File: src/common/pit_map.svh
// register offsets, control word fields and reset values of the interval timer
// assumes: included by the timer top only
// ==========================================================================
// What this block does
// - port select picks counter 0..2 or control
// - strobes ignored while device select is high
// - read strobe reads counters, write strobe writes
// - write to select 11 stores control word
// - control word is write-only; status via read-back
// - three identical independent channels, own modes
// - latched status holds control word, output, null
// - each channel counts with 16-bit presettable down counter
// - snapshot latch follows count, freezes until read
// - one snapshot byte at a time onto bus
// - reads return snapshot latch, never the counter
// - count bytes go to holding register, loaded later
// - both holding bytes load the counter together
// - control word write clears both holding bytes
// - counting element is never written directly
// - clock, gate and output pass channel control logic
// - data buffer drives only during selected reads
// - two-bit field in control word picks channel
// - new count leaves programmed mode unchanged
`ifndef PIT_MAP_SVH
`define PIT_MAP_SVH

// ==========================================================================
// port map
`define PIT_SEL_CH0 2'h0
`define PIT_SEL_CH1 2'h1
`define PIT_SEL_CH2 2'h2
`define PIT_SEL_CTRL 2'h3
`define PIT_NUM_CH 3

// ==========================================================================
// control word fields
`define PIT_CW_PICK_HI 7
`define PIT_CW_PICK_LO 6
`define PIT_CW_RW_HI 5
`define PIT_CW_RW_LO 4
`define PIT_PICK_READBACK 2'h3
`define PIT_RW_LATCH 2'h0
`define PIT_RW_LSB 2'h1
`define PIT_RW_MSB 2'h2
`define PIT_RW_BOTH 2'h3
`define PIT_RB_NO_COUNT 5
`define PIT_RB_NO_STATUS 4
`define PIT_RB_CH_BASE 1

// ==========================================================================
// reset values
`define PIT_CW_RESET 6'h00
`define PIT_BYTE_RESET 8'h00
`define PIT_COUNT_RESET 16'h0000

`endif

File: src/common/pit_pkg.sv
// types shared by the interval timer design
// assumes: nothing beyond the map header
// ==========================================================================
package pit_pkg;

  typedef enum logic {
    PIT_PH_LSB = 1'b0,
    PIT_PH_MSB = 1'b1
  } pit_phase_t;

  // bus pins after inversion to active high, one sampling stage
  typedef struct packed {
    logic cs;
    logic rd;
    logic wr;
    logic [1:0] sel;
    logic [7:0] dat;
  } pit_bus_t;

  typedef struct packed {
    logic [5:0] cw;
    logic [15:0] ce;
    logic [15:0] snap;
    logic snap_held;
    logic [7:0] stat;
    logic stat_held;
    logic [7:0] hold_hi;
    logic [7:0] hold_lo;
    pit_phase_t wr_ph;
    pit_phase_t rd_ph;
    logic load_pend;
    logic null_cnt;
    logic out;
  } pit_chan_t;

  typedef struct packed {
    pit_bus_t s1;
    pit_bus_t s2;
    logic wr_prev;
    logic rd_prev;
    logic [7:0] wdat;
    logic [1:0] wsel;
    logic [1:0] rsel;
    logic [2:0] ck_s1;
    logic [2:0] ck_s2;
    logic [2:0] ck_prev;
    logic [2:0] gt_s1;
    logic [2:0] gt_s2;
    logic [7:0] dout;
    pit_chan_t [2:0] ch;
  } pit_state_t;

endpackage : pit_pkg

File: src/pit_top.sv
// three-channel interval timer: bus interface and per-channel count path
// assumes: all pins but rst are asynchronous to mclk and are sampled twice here;
// the bus strobes and counter clocks are slow against mclk (several
// mclk periods per phase), the data bus is stable while write is low
`include "pit_map.svh"

module pit_top (
  input wire logic mclk,
  input wire logic rst,
  input wire logic cs_n,
  input wire logic rd_n,
  input wire logic wr_n,
  input wire logic [1:0] port_sel,
  input wire logic [7:0] d_in,
  output logic [7:0] d_out,
  output logic d_oe,
  input wire logic [2:0] ctr_clk,
  input wire logic [2:0] ctr_gate,
  output logic [2:0] ctr_out
);

  // ========================================================================
  // helpers

  // down count by one; in decimal mode each nibble wraps 0 -> 9
  function automatic logic [15:0] pit_dec(input logic [15:0] v, input logic bcd);
    logic [15:0] r;
    logic borrow;
    r = v;
    borrow = 1'b1;
    if (!bcd) begin
      r = v - 16'h0001;
    end else begin
      for (int k = 0; k < 4; k++) begin
        if (borrow) begin
          if (v[k*4 +: 4] == 4'h0) begin
            r[k*4 +: 4] = 4'h9;
          end else begin
            r[k*4 +: 4] = v[k*4 +: 4] - 4'h1;
            borrow = 1'b0;
          end
        end
      end
    end
    return r;
  endfunction : pit_dec

  // byte that a read of this channel would put on the bus
  function automatic logic [7:0] pit_rd_byte(input pit_pkg::pit_chan_t c);
    logic [7:0] b;
    b = c.snap[7:0];
    if (c.stat_held) begin
      b = c.stat;
    end else begin
      case (c.cw[`PIT_CW_RW_HI-:2])
        `PIT_RW_MSB: b = c.snap[15:8];
        `PIT_RW_BOTH: b = (c.rd_ph == pit_pkg::PIT_PH_MSB) ? c.snap[15:8] : c.snap[7:0];
        default: b = c.snap[7:0];
      endcase
    end
    return b;
  endfunction : pit_rd_byte

  // a port select names a counter, not the control word
  function automatic logic pit_is_counter(input logic [1:0] s);
    return s != `PIT_SEL_CTRL;
  endfunction : pit_is_counter

  // ========================================================================
  // state

  pit_pkg::pit_state_t st_r;
  pit_pkg::pit_state_t st_nxt;

  logic wr_sel;
  logic rd_sel;
  logic wr_done;
  logic rd_done;
  logic cw_done;
  logic [1:0] pick;
  logic [1:0] rw_f;

  // both strobes qualified by device select
  assign wr_sel = st_r.s2.wr & st_r.s2.cs;
  assign rd_sel = st_r.s2.rd & st_r.s2.cs;
  // an access commits when its strobe is released
  assign wr_done = st_r.wr_prev & ~wr_sel;
  assign rd_done = st_r.rd_prev & ~rd_sel;
  // a control word commit outranks a read release landing in the same cycle,
  // so a latch set is never undone by a read that finishes alongside it
  assign cw_done = wr_done & (st_r.wsel == `PIT_SEL_CTRL);
  assign pick = st_r.wdat[`PIT_CW_PICK_HI:`PIT_CW_PICK_LO];
  assign rw_f = st_r.wdat[`PIT_CW_RW_HI:`PIT_CW_RW_LO];

  // ========================================================================
  // next state

  always_comb begin
    st_nxt = st_r;

    // two stages on every pin before any decision
    st_nxt.s1 = {~cs_n, ~rd_n, ~wr_n, port_sel, d_in};
    st_nxt.s2 = st_r.s1;
    st_nxt.ck_s1 = ctr_clk;
    st_nxt.ck_s2 = st_r.ck_s1;
    st_nxt.ck_prev = st_r.ck_s2;
    st_nxt.gt_s1 = ctr_gate;
    st_nxt.gt_s2 = st_r.gt_s1;
    st_nxt.wr_prev = wr_sel;
    st_nxt.rd_prev = rd_sel;

    // keep the last address and data seen while the strobe was active,
    // so the commit on release never uses a settling bus
    if (wr_sel) begin
      st_nxt.wdat = st_r.s2.dat;
      st_nxt.wsel = st_r.s2.sel;
    end
    if (rd_sel) begin
      st_nxt.rsel = st_r.s2.sel;
    end

    for (int i = 0; i < `PIT_NUM_CH; i++) begin
      // each channel has its own copy of everything below

      // ---- counter clock: load pending count, else count under gate
      if (st_r.ck_s2[i] & ~st_r.ck_prev[i]) begin
        if (st_r.ch[i].load_pend) begin
          st_nxt.ch[i].ce = {st_r.ch[i].hold_hi, st_r.ch[i].hold_lo};
          st_nxt.ch[i].load_pend = 1'b0;
          st_nxt.ch[i].null_cnt = 1'b0;
        end else if (st_r.gt_s2[i]) begin
          st_nxt.ch[i].ce = pit_dec(st_r.ch[i].ce, st_r.ch[i].cw[0]);
          if (st_r.ch[i].ce == 16'h0001) begin
            st_nxt.ch[i].out = 1'b1;
          end
        end
      end

      // ---- control word and read-back command
      if (wr_done && st_r.wsel == `PIT_SEL_CTRL) begin
        if (pick == 2'(i)) begin
          if (rw_f == `PIT_RW_LATCH) begin
            // a second latch before the read is ignored
            st_nxt.ch[i].snap_held = 1'b1;
          end else begin
            st_nxt.ch[i].cw = st_r.wdat[5:0];
            st_nxt.ch[i].hold_hi = `PIT_BYTE_RESET;
            st_nxt.ch[i].hold_lo = `PIT_BYTE_RESET;
            st_nxt.ch[i].wr_ph = pit_pkg::PIT_PH_LSB;
            st_nxt.ch[i].rd_ph = pit_pkg::PIT_PH_LSB;
            st_nxt.ch[i].load_pend = 1'b0;
            st_nxt.ch[i].null_cnt = 1'b1;
            st_nxt.ch[i].out = 1'b0;
            st_nxt.ch[i].snap_held = 1'b0;
            st_nxt.ch[i].stat_held = 1'b0;
          end
        end else if (pick == `PIT_PICK_READBACK
                     && st_r.wdat[`PIT_RB_CH_BASE + i]) begin
          if (!st_r.wdat[`PIT_RB_NO_COUNT]) begin
            st_nxt.ch[i].snap_held = 1'b1;
          end
          if (!st_r.wdat[`PIT_RB_NO_STATUS] && !st_r.ch[i].stat_held) begin
            st_nxt.ch[i].stat = {st_r.ch[i].out, st_r.ch[i].null_cnt,
                                 st_r.ch[i].cw};
            st_nxt.ch[i].stat_held = 1'b1;
          end
        end
      end

      // ---- count bytes land in the holding register once a read/write format is programmed
      if (wr_done && st_r.wsel == 2'(i)) begin
        // mode bits are left alone by a count write
        st_nxt.ch[i].null_cnt = 1'b1;
        case (st_r.ch[i].cw[`PIT_CW_RW_HI-:2])
          `PIT_RW_LSB: begin
            st_nxt.ch[i].hold_lo = st_r.wdat;
            st_nxt.ch[i].load_pend = 1'b1;
          end
          `PIT_RW_MSB: begin
            st_nxt.ch[i].hold_hi = st_r.wdat;
            st_nxt.ch[i].load_pend = 1'b1;
          end
          `PIT_RW_BOTH: begin
            // the transfer waits for the second byte so both go together
            if (st_r.ch[i].wr_ph == pit_pkg::PIT_PH_LSB) begin
              st_nxt.ch[i].hold_lo = st_r.wdat;
              st_nxt.ch[i].wr_ph = pit_pkg::PIT_PH_MSB;
            end else begin
              st_nxt.ch[i].hold_hi = st_r.wdat;
              st_nxt.ch[i].wr_ph = pit_pkg::PIT_PH_LSB;
              st_nxt.ch[i].load_pend = 1'b1;
            end
          end
          default: begin
            // unprogrammed channel: count byte has no format, dropped
            st_nxt.ch[i].null_cnt = st_r.ch[i].null_cnt;
          end
        endcase
      end

      // ---- a finished read releases status first, then the count
      if (rd_done && !cw_done && st_r.rsel == 2'(i)) begin
        if (st_r.ch[i].stat_held) begin
          st_nxt.ch[i].stat_held = 1'b0;
        end else if (st_r.ch[i].cw[`PIT_CW_RW_HI-:2] == `PIT_RW_BOTH) begin
          if (st_r.ch[i].rd_ph == pit_pkg::PIT_PH_LSB) begin
            st_nxt.ch[i].rd_ph = pit_pkg::PIT_PH_MSB;
          end else begin
            st_nxt.ch[i].rd_ph = pit_pkg::PIT_PH_LSB;
            st_nxt.ch[i].snap_held = 1'b0;
          end
        end else begin
          st_nxt.ch[i].snap_held = 1'b0;
        end
      end

      // ---- snapshot follows the counter while not frozen
      if (!st_nxt.ch[i].snap_held) begin
        st_nxt.ch[i].snap = st_nxt.ch[i].ce;
      end
    end

    // ---- read data register: snapshot or status byte of the selected counter, zero on the control select
    case (st_r.s2.sel)
      `PIT_SEL_CH0: st_nxt.dout = pit_rd_byte(st_r.ch[0]);
      `PIT_SEL_CH1: st_nxt.dout = pit_rd_byte(st_r.ch[1]);
      `PIT_SEL_CH2: st_nxt.dout = pit_rd_byte(st_r.ch[2]);
      default: st_nxt.dout = `PIT_BYTE_RESET;
    endcase
  end

  // ========================================================================
  // registers

  always_ff @(posedge mclk) begin
    if (rst) begin
      st_r <= '0;
    end else begin
      st_r <= st_nxt;
    end
  end

  // ========================================================================
  // outputs

  // a read of the control address leaves the bus floating
  assign d_oe = rd_sel & pit_is_counter(st_r.s2.sel);
  assign d_out = st_r.dout;

  genvar g;
  generate
    for (g = 0; g < `PIT_NUM_CH; g++) begin : g_out
      assign ctr_out[g] = st_r.ch[g].out;
    end
  endgenerate

endmodule : pit_top

File: config.mk
export PLATFORM = sky130hd
export DESIGN_NAME = pit_top
export DESIGN_NICKNAME = d
export VERILOG_FILES = /design/src/common/pit_pkg.sv /design/src/pit_top.sv
export VERILOG_INCLUDE_DIRS = /design/src /design/src/common
export SDC_FILE = /design/constraint.sdc
export NUM_CORES = 1
export LEC_CHECK = 0
export BUFFER_PORTS_ARGS = -buffer_cell sky130_fd_sc_hd__buf_2
export CORE_MARGIN = 1.5
export CORE_UTILIZATION = 24
export DETAILED_ROUTE_END_ITERATION = 10
export REMOVE_ABC_BUFFERS = 1
export SETUP_SLACK_MARGIN = 0.3
export SLEW_MARGIN = 10
export SYNTH_ARGS = -nofsm -noshare
export SYNTH_HDL_FRONTEND = slang
export SYNTH_SLANG_ARGS = --single-unit
File: constraint.sdc
create_clock -name mclk -period 3.65 [get_ports mclk]
set_input_delay 0.365 -clock mclk [delete_from_list [all_inputs] [get_ports mclk]]
set_output_delay 0.365 -clock mclk [all_outputs]
set_load 0.01 [all_outputs]
==> impl_metrics.py <==
metrics = {
    "yosys": {
        "syn-instance-count": 1457,
        "ys_seq_area_share_pct": 43.77,
        "ys_async_sr_fraction_pct": 0,
        "synth_top_family_by_area": "compound AO/OA/AOI/OAI gates",
        "synth_area_leaders": "dfxtp_1 (44%), nor2_1 (5.7%), a22oi_1 (4.6%)",
        "yosysWarnings": 0,
        "synthSimpleGateAreaFrac_pct": 20.89,
        "synth-xor-area-share_pct": 0.3546,
        "ys_types": 80,
        "synth_top_area_cell": "dfxtp_1",
        "synth-compound-area-share_pct": 23.99,
        "synth_area_sq_um": 12350,
        "synth_flop_cell": "dfxtp_1",
        "synthAdderAreaFrac_pct": 2.331,
        "synth_seq_cells": 270,
        "muxShareOfSynthArea_pct": 3.283,
        "avgSynthCellArea_sq_um": 8.475,
        "yosys.area.top_type_share_pct": 43.77,
        "synth_edf_count": 0,
    },
    "detailed_routing": {
        "dr.pass1.iters": 6,
        "first_iter_violations": 923,
        "avgRoutedWirePerCell_um": 16.73,
        "vias": 10750,
        "viasPerCell": 5.043,
        "postRouteWirelength_mm": 35.67,
        "ant_nets": 0,
        "drc": 0,
    },
    "critical_path": {
        "cp-end-kind": "register",
        "cpMaxStageDelayCell": "o21ai_2",
        "cp_max_fo": 22,
        "path_cells": "and2_1 > o311ai_2 > o41a_1 > o21ai_2 > o221ai_1 > a21oi_1",
        "worstSetupPathType": "register to register",
        "slowest_delay_ns": 0.66,
        "crit_required_ns": 4.16,
        "cp.arrival_ns": 3.35,
        "startpoint_type": "register",
        "reg2reg_depth": 6,
    },
    "layout": {
        "nets": 1480,
        "num_antenna_cells": 0,
        "layout-drive-gt1-share_pct": 8.836,
        "area.growth.synth_to_final_pct": 14.90,
    },
    "sta": {
        "max_freq_ghz": 0.3515,
        "rsz0062_at_grt": "false",
        "final.setup.tns_ns": 0,
        "setup_viol": 0,
        "hold_violations": 0,
        "timing.final.crit_share_pct": 77.95,
        "slew-limit-headroom_pct": 38.56,
        "whs_ns": 0.01037,
        "maxSlewViolCount": 0,
        "finalWorstPathRequiredPeriod_ns": 2.845,
        "skew_ns": 0.02795,
        "tightest_slew_ns": 0.8983,
    },
    "clock_network": {
        "cts_htree_levels": 1,
        "cts_tree": "yes",
        "post_cts_resized": 0,
        "numCtsBuffers": 31,
        "clock_path_buffers": 3,
        "clkSinkCount": 270,
        "clk-insertion-delay-late_ns": 0.59,
        "root_buffer": "clkbuf_16",
        "clkTransAtPathRegs_ns": 0.06,
    },
    "pwr": {
        "power_density_nw_per_um2": 467.5,
        "peakVddDrop_mv": 0.3945,
        "p_leak_nw": 5.262,
    },
    "global_route": {
        "overflow": 0,
        "grt_antenna_before_repair": 2,
        "grt.total_usage_pct": 13.20,
        "grt_max_degree": 70,
        "grt_pass1_vias": 10240,
        "grt_pass1_wl_mm": 56.48,
    },
    "die": {
        "rows": 82,
        "pin_count": 33,
        "fp.dieArea_sq_um": 52820,
        "initial_core_util_pct": 24.46,
        "die_w_um": 229.8,
        "coreArea_sq_um": 50480,
        "die_h_um": 229.8,
    },
    "job": {
        "drv_cap": 0,
    },
    "placement": {
        "place.gp.congestion": 0.8806,
        "hpwl_mm": 24.60,
        "port_buffers": 32,
    },
    "min_path": {
        "hold_depth": 2,
        "worst_hold_path_type": "input port to register",
    },
    "outcome": {
        "outcome": "complete, no violations",
    },
}
-- what timing repair did --
item / in CTS / in global routing
hold buffers: 13 / 0
buffers inserted: 0 / 0
endpoints found under the setup margin: 0 / 0
endpoints found under the hold margin: 13 / 0
-- cells in the mapped netlist (all sizes together) (8+ instances only) --
master,number
o21ai,66
nand3,18
nor3,39
a211oi,24
inv,30
a22oi,75
o31ai,8
o211ai,14
mux2i,36
ha,23
clkbuf,97
nor2,190
o211a,8
a31oi,8
buf,23
o22a,26
dfxtp,270
or3,15
nand2b,10
nand2,135
a21oi,109
o22ai,8
a221oi,8
nor2b,50
and2,10
nor4,17
-- cells in the final DEF, fill, tap and decap left out, types with 36 or more instances in the layout --
cell type,count
o21ai_0,64
nor2_1,189
dfxtp_1,270
nor2b_1,50
mux2i_1,36
a22oi_1,75
nor3_1,37
nand2_1,135
a21oi_1,109
-- logic make-up (layout without fill, tap and decap cells) --
family / count (synthesis) / in the layout
AOI/OAI and AO/OA: 431 / 431
xor gates and xnor gates: 5 / 5
adders and majority gates: 23 / 23
buffers and inverters: 150 / 153
DFF: 270 / 270
muxes: 40 / 40
and+or+nand+nor: 538 / 538
-- state kept, by name (all words and copies together), names as in the netlist --
register,cells
st_nxt,22
ctr_out,3
pick,2
d_out,8
st_r,233
rw_f,2
-- critical path: cells and delay by family (launching register included) --
family / cells / cell delay [ns]
AOI/OAI and AO/OA: 5 / 1.87
and+or+nand+nor: 1 / 0.49
DFF: 1 / 0.40
-- final timing paths --
| path | start | endpoint | slack (ns) |
|---|---|---|---|
| max | st_r[256] | st_r[180] | 0.80 |
| min | ctr_gate[1] | st_nxt[216] | 0.01 |
| max reg2reg | st_r[256] | st_r[180] | 0.80 |
| min reg2reg | st_nxt[247] | st_r[247] | 0.43 |
-- where the power goes --
group,switching (mW),internal [mW]
logic,0.205,0.122
clock network,1.29,1.98
registers,0.0394,3.00
total,1.53,5.10
-- cell type report --
class | count | area [sq um]
Multi-Input combinational cell | 1037 | 6280
Tap cell | 672 | 840.8
Timing Repair Buffer | 66 | 456.7
Inverter | 30 | 112.6
Clock inverter | 11 | 160.2
Sequential cell | 270 | 5405
Clock buffer | 46 | 932.1
Fill cell | 5383 | 36290
-- stage by stage --
| stage | std cells | total power, mW | setup WS, ns | utilization, % | instance area (sq um) |
|---|---|---|---|---|---|
| floorplan | 1337 | 3.273 | 1.278 | - | 11800 |
| finish | 2132 | 6.632 | 0.8047 | 28.11 | 14190 |
| global route | 2132 | 6.858 | 0.5340 | 28.11 | 14190 |
| global placement | 2062 | 3.410 | 0.8738 | 25.68 | 12960 |
| CTS | 2132 | 6.701 | 0.7833 | 28.11 | 14190 |
| detailed placement | 2062 | 3.413 | 0.8401 | 25.68 | 12960 |
-- metal layers --
metal | GRT usage, % | up-vias | share of wire, %
met4 | 4.677 | 2 | 3.1
met5 | 0 | - | 0.045
li1 | - | 5230 | -
met3 | 1.972 | 72 | 5.5
met2 | 21.37 | 318 | 45
met1 | 17.80 | 5129 | 46
Power figures use the tool's default switching activity.
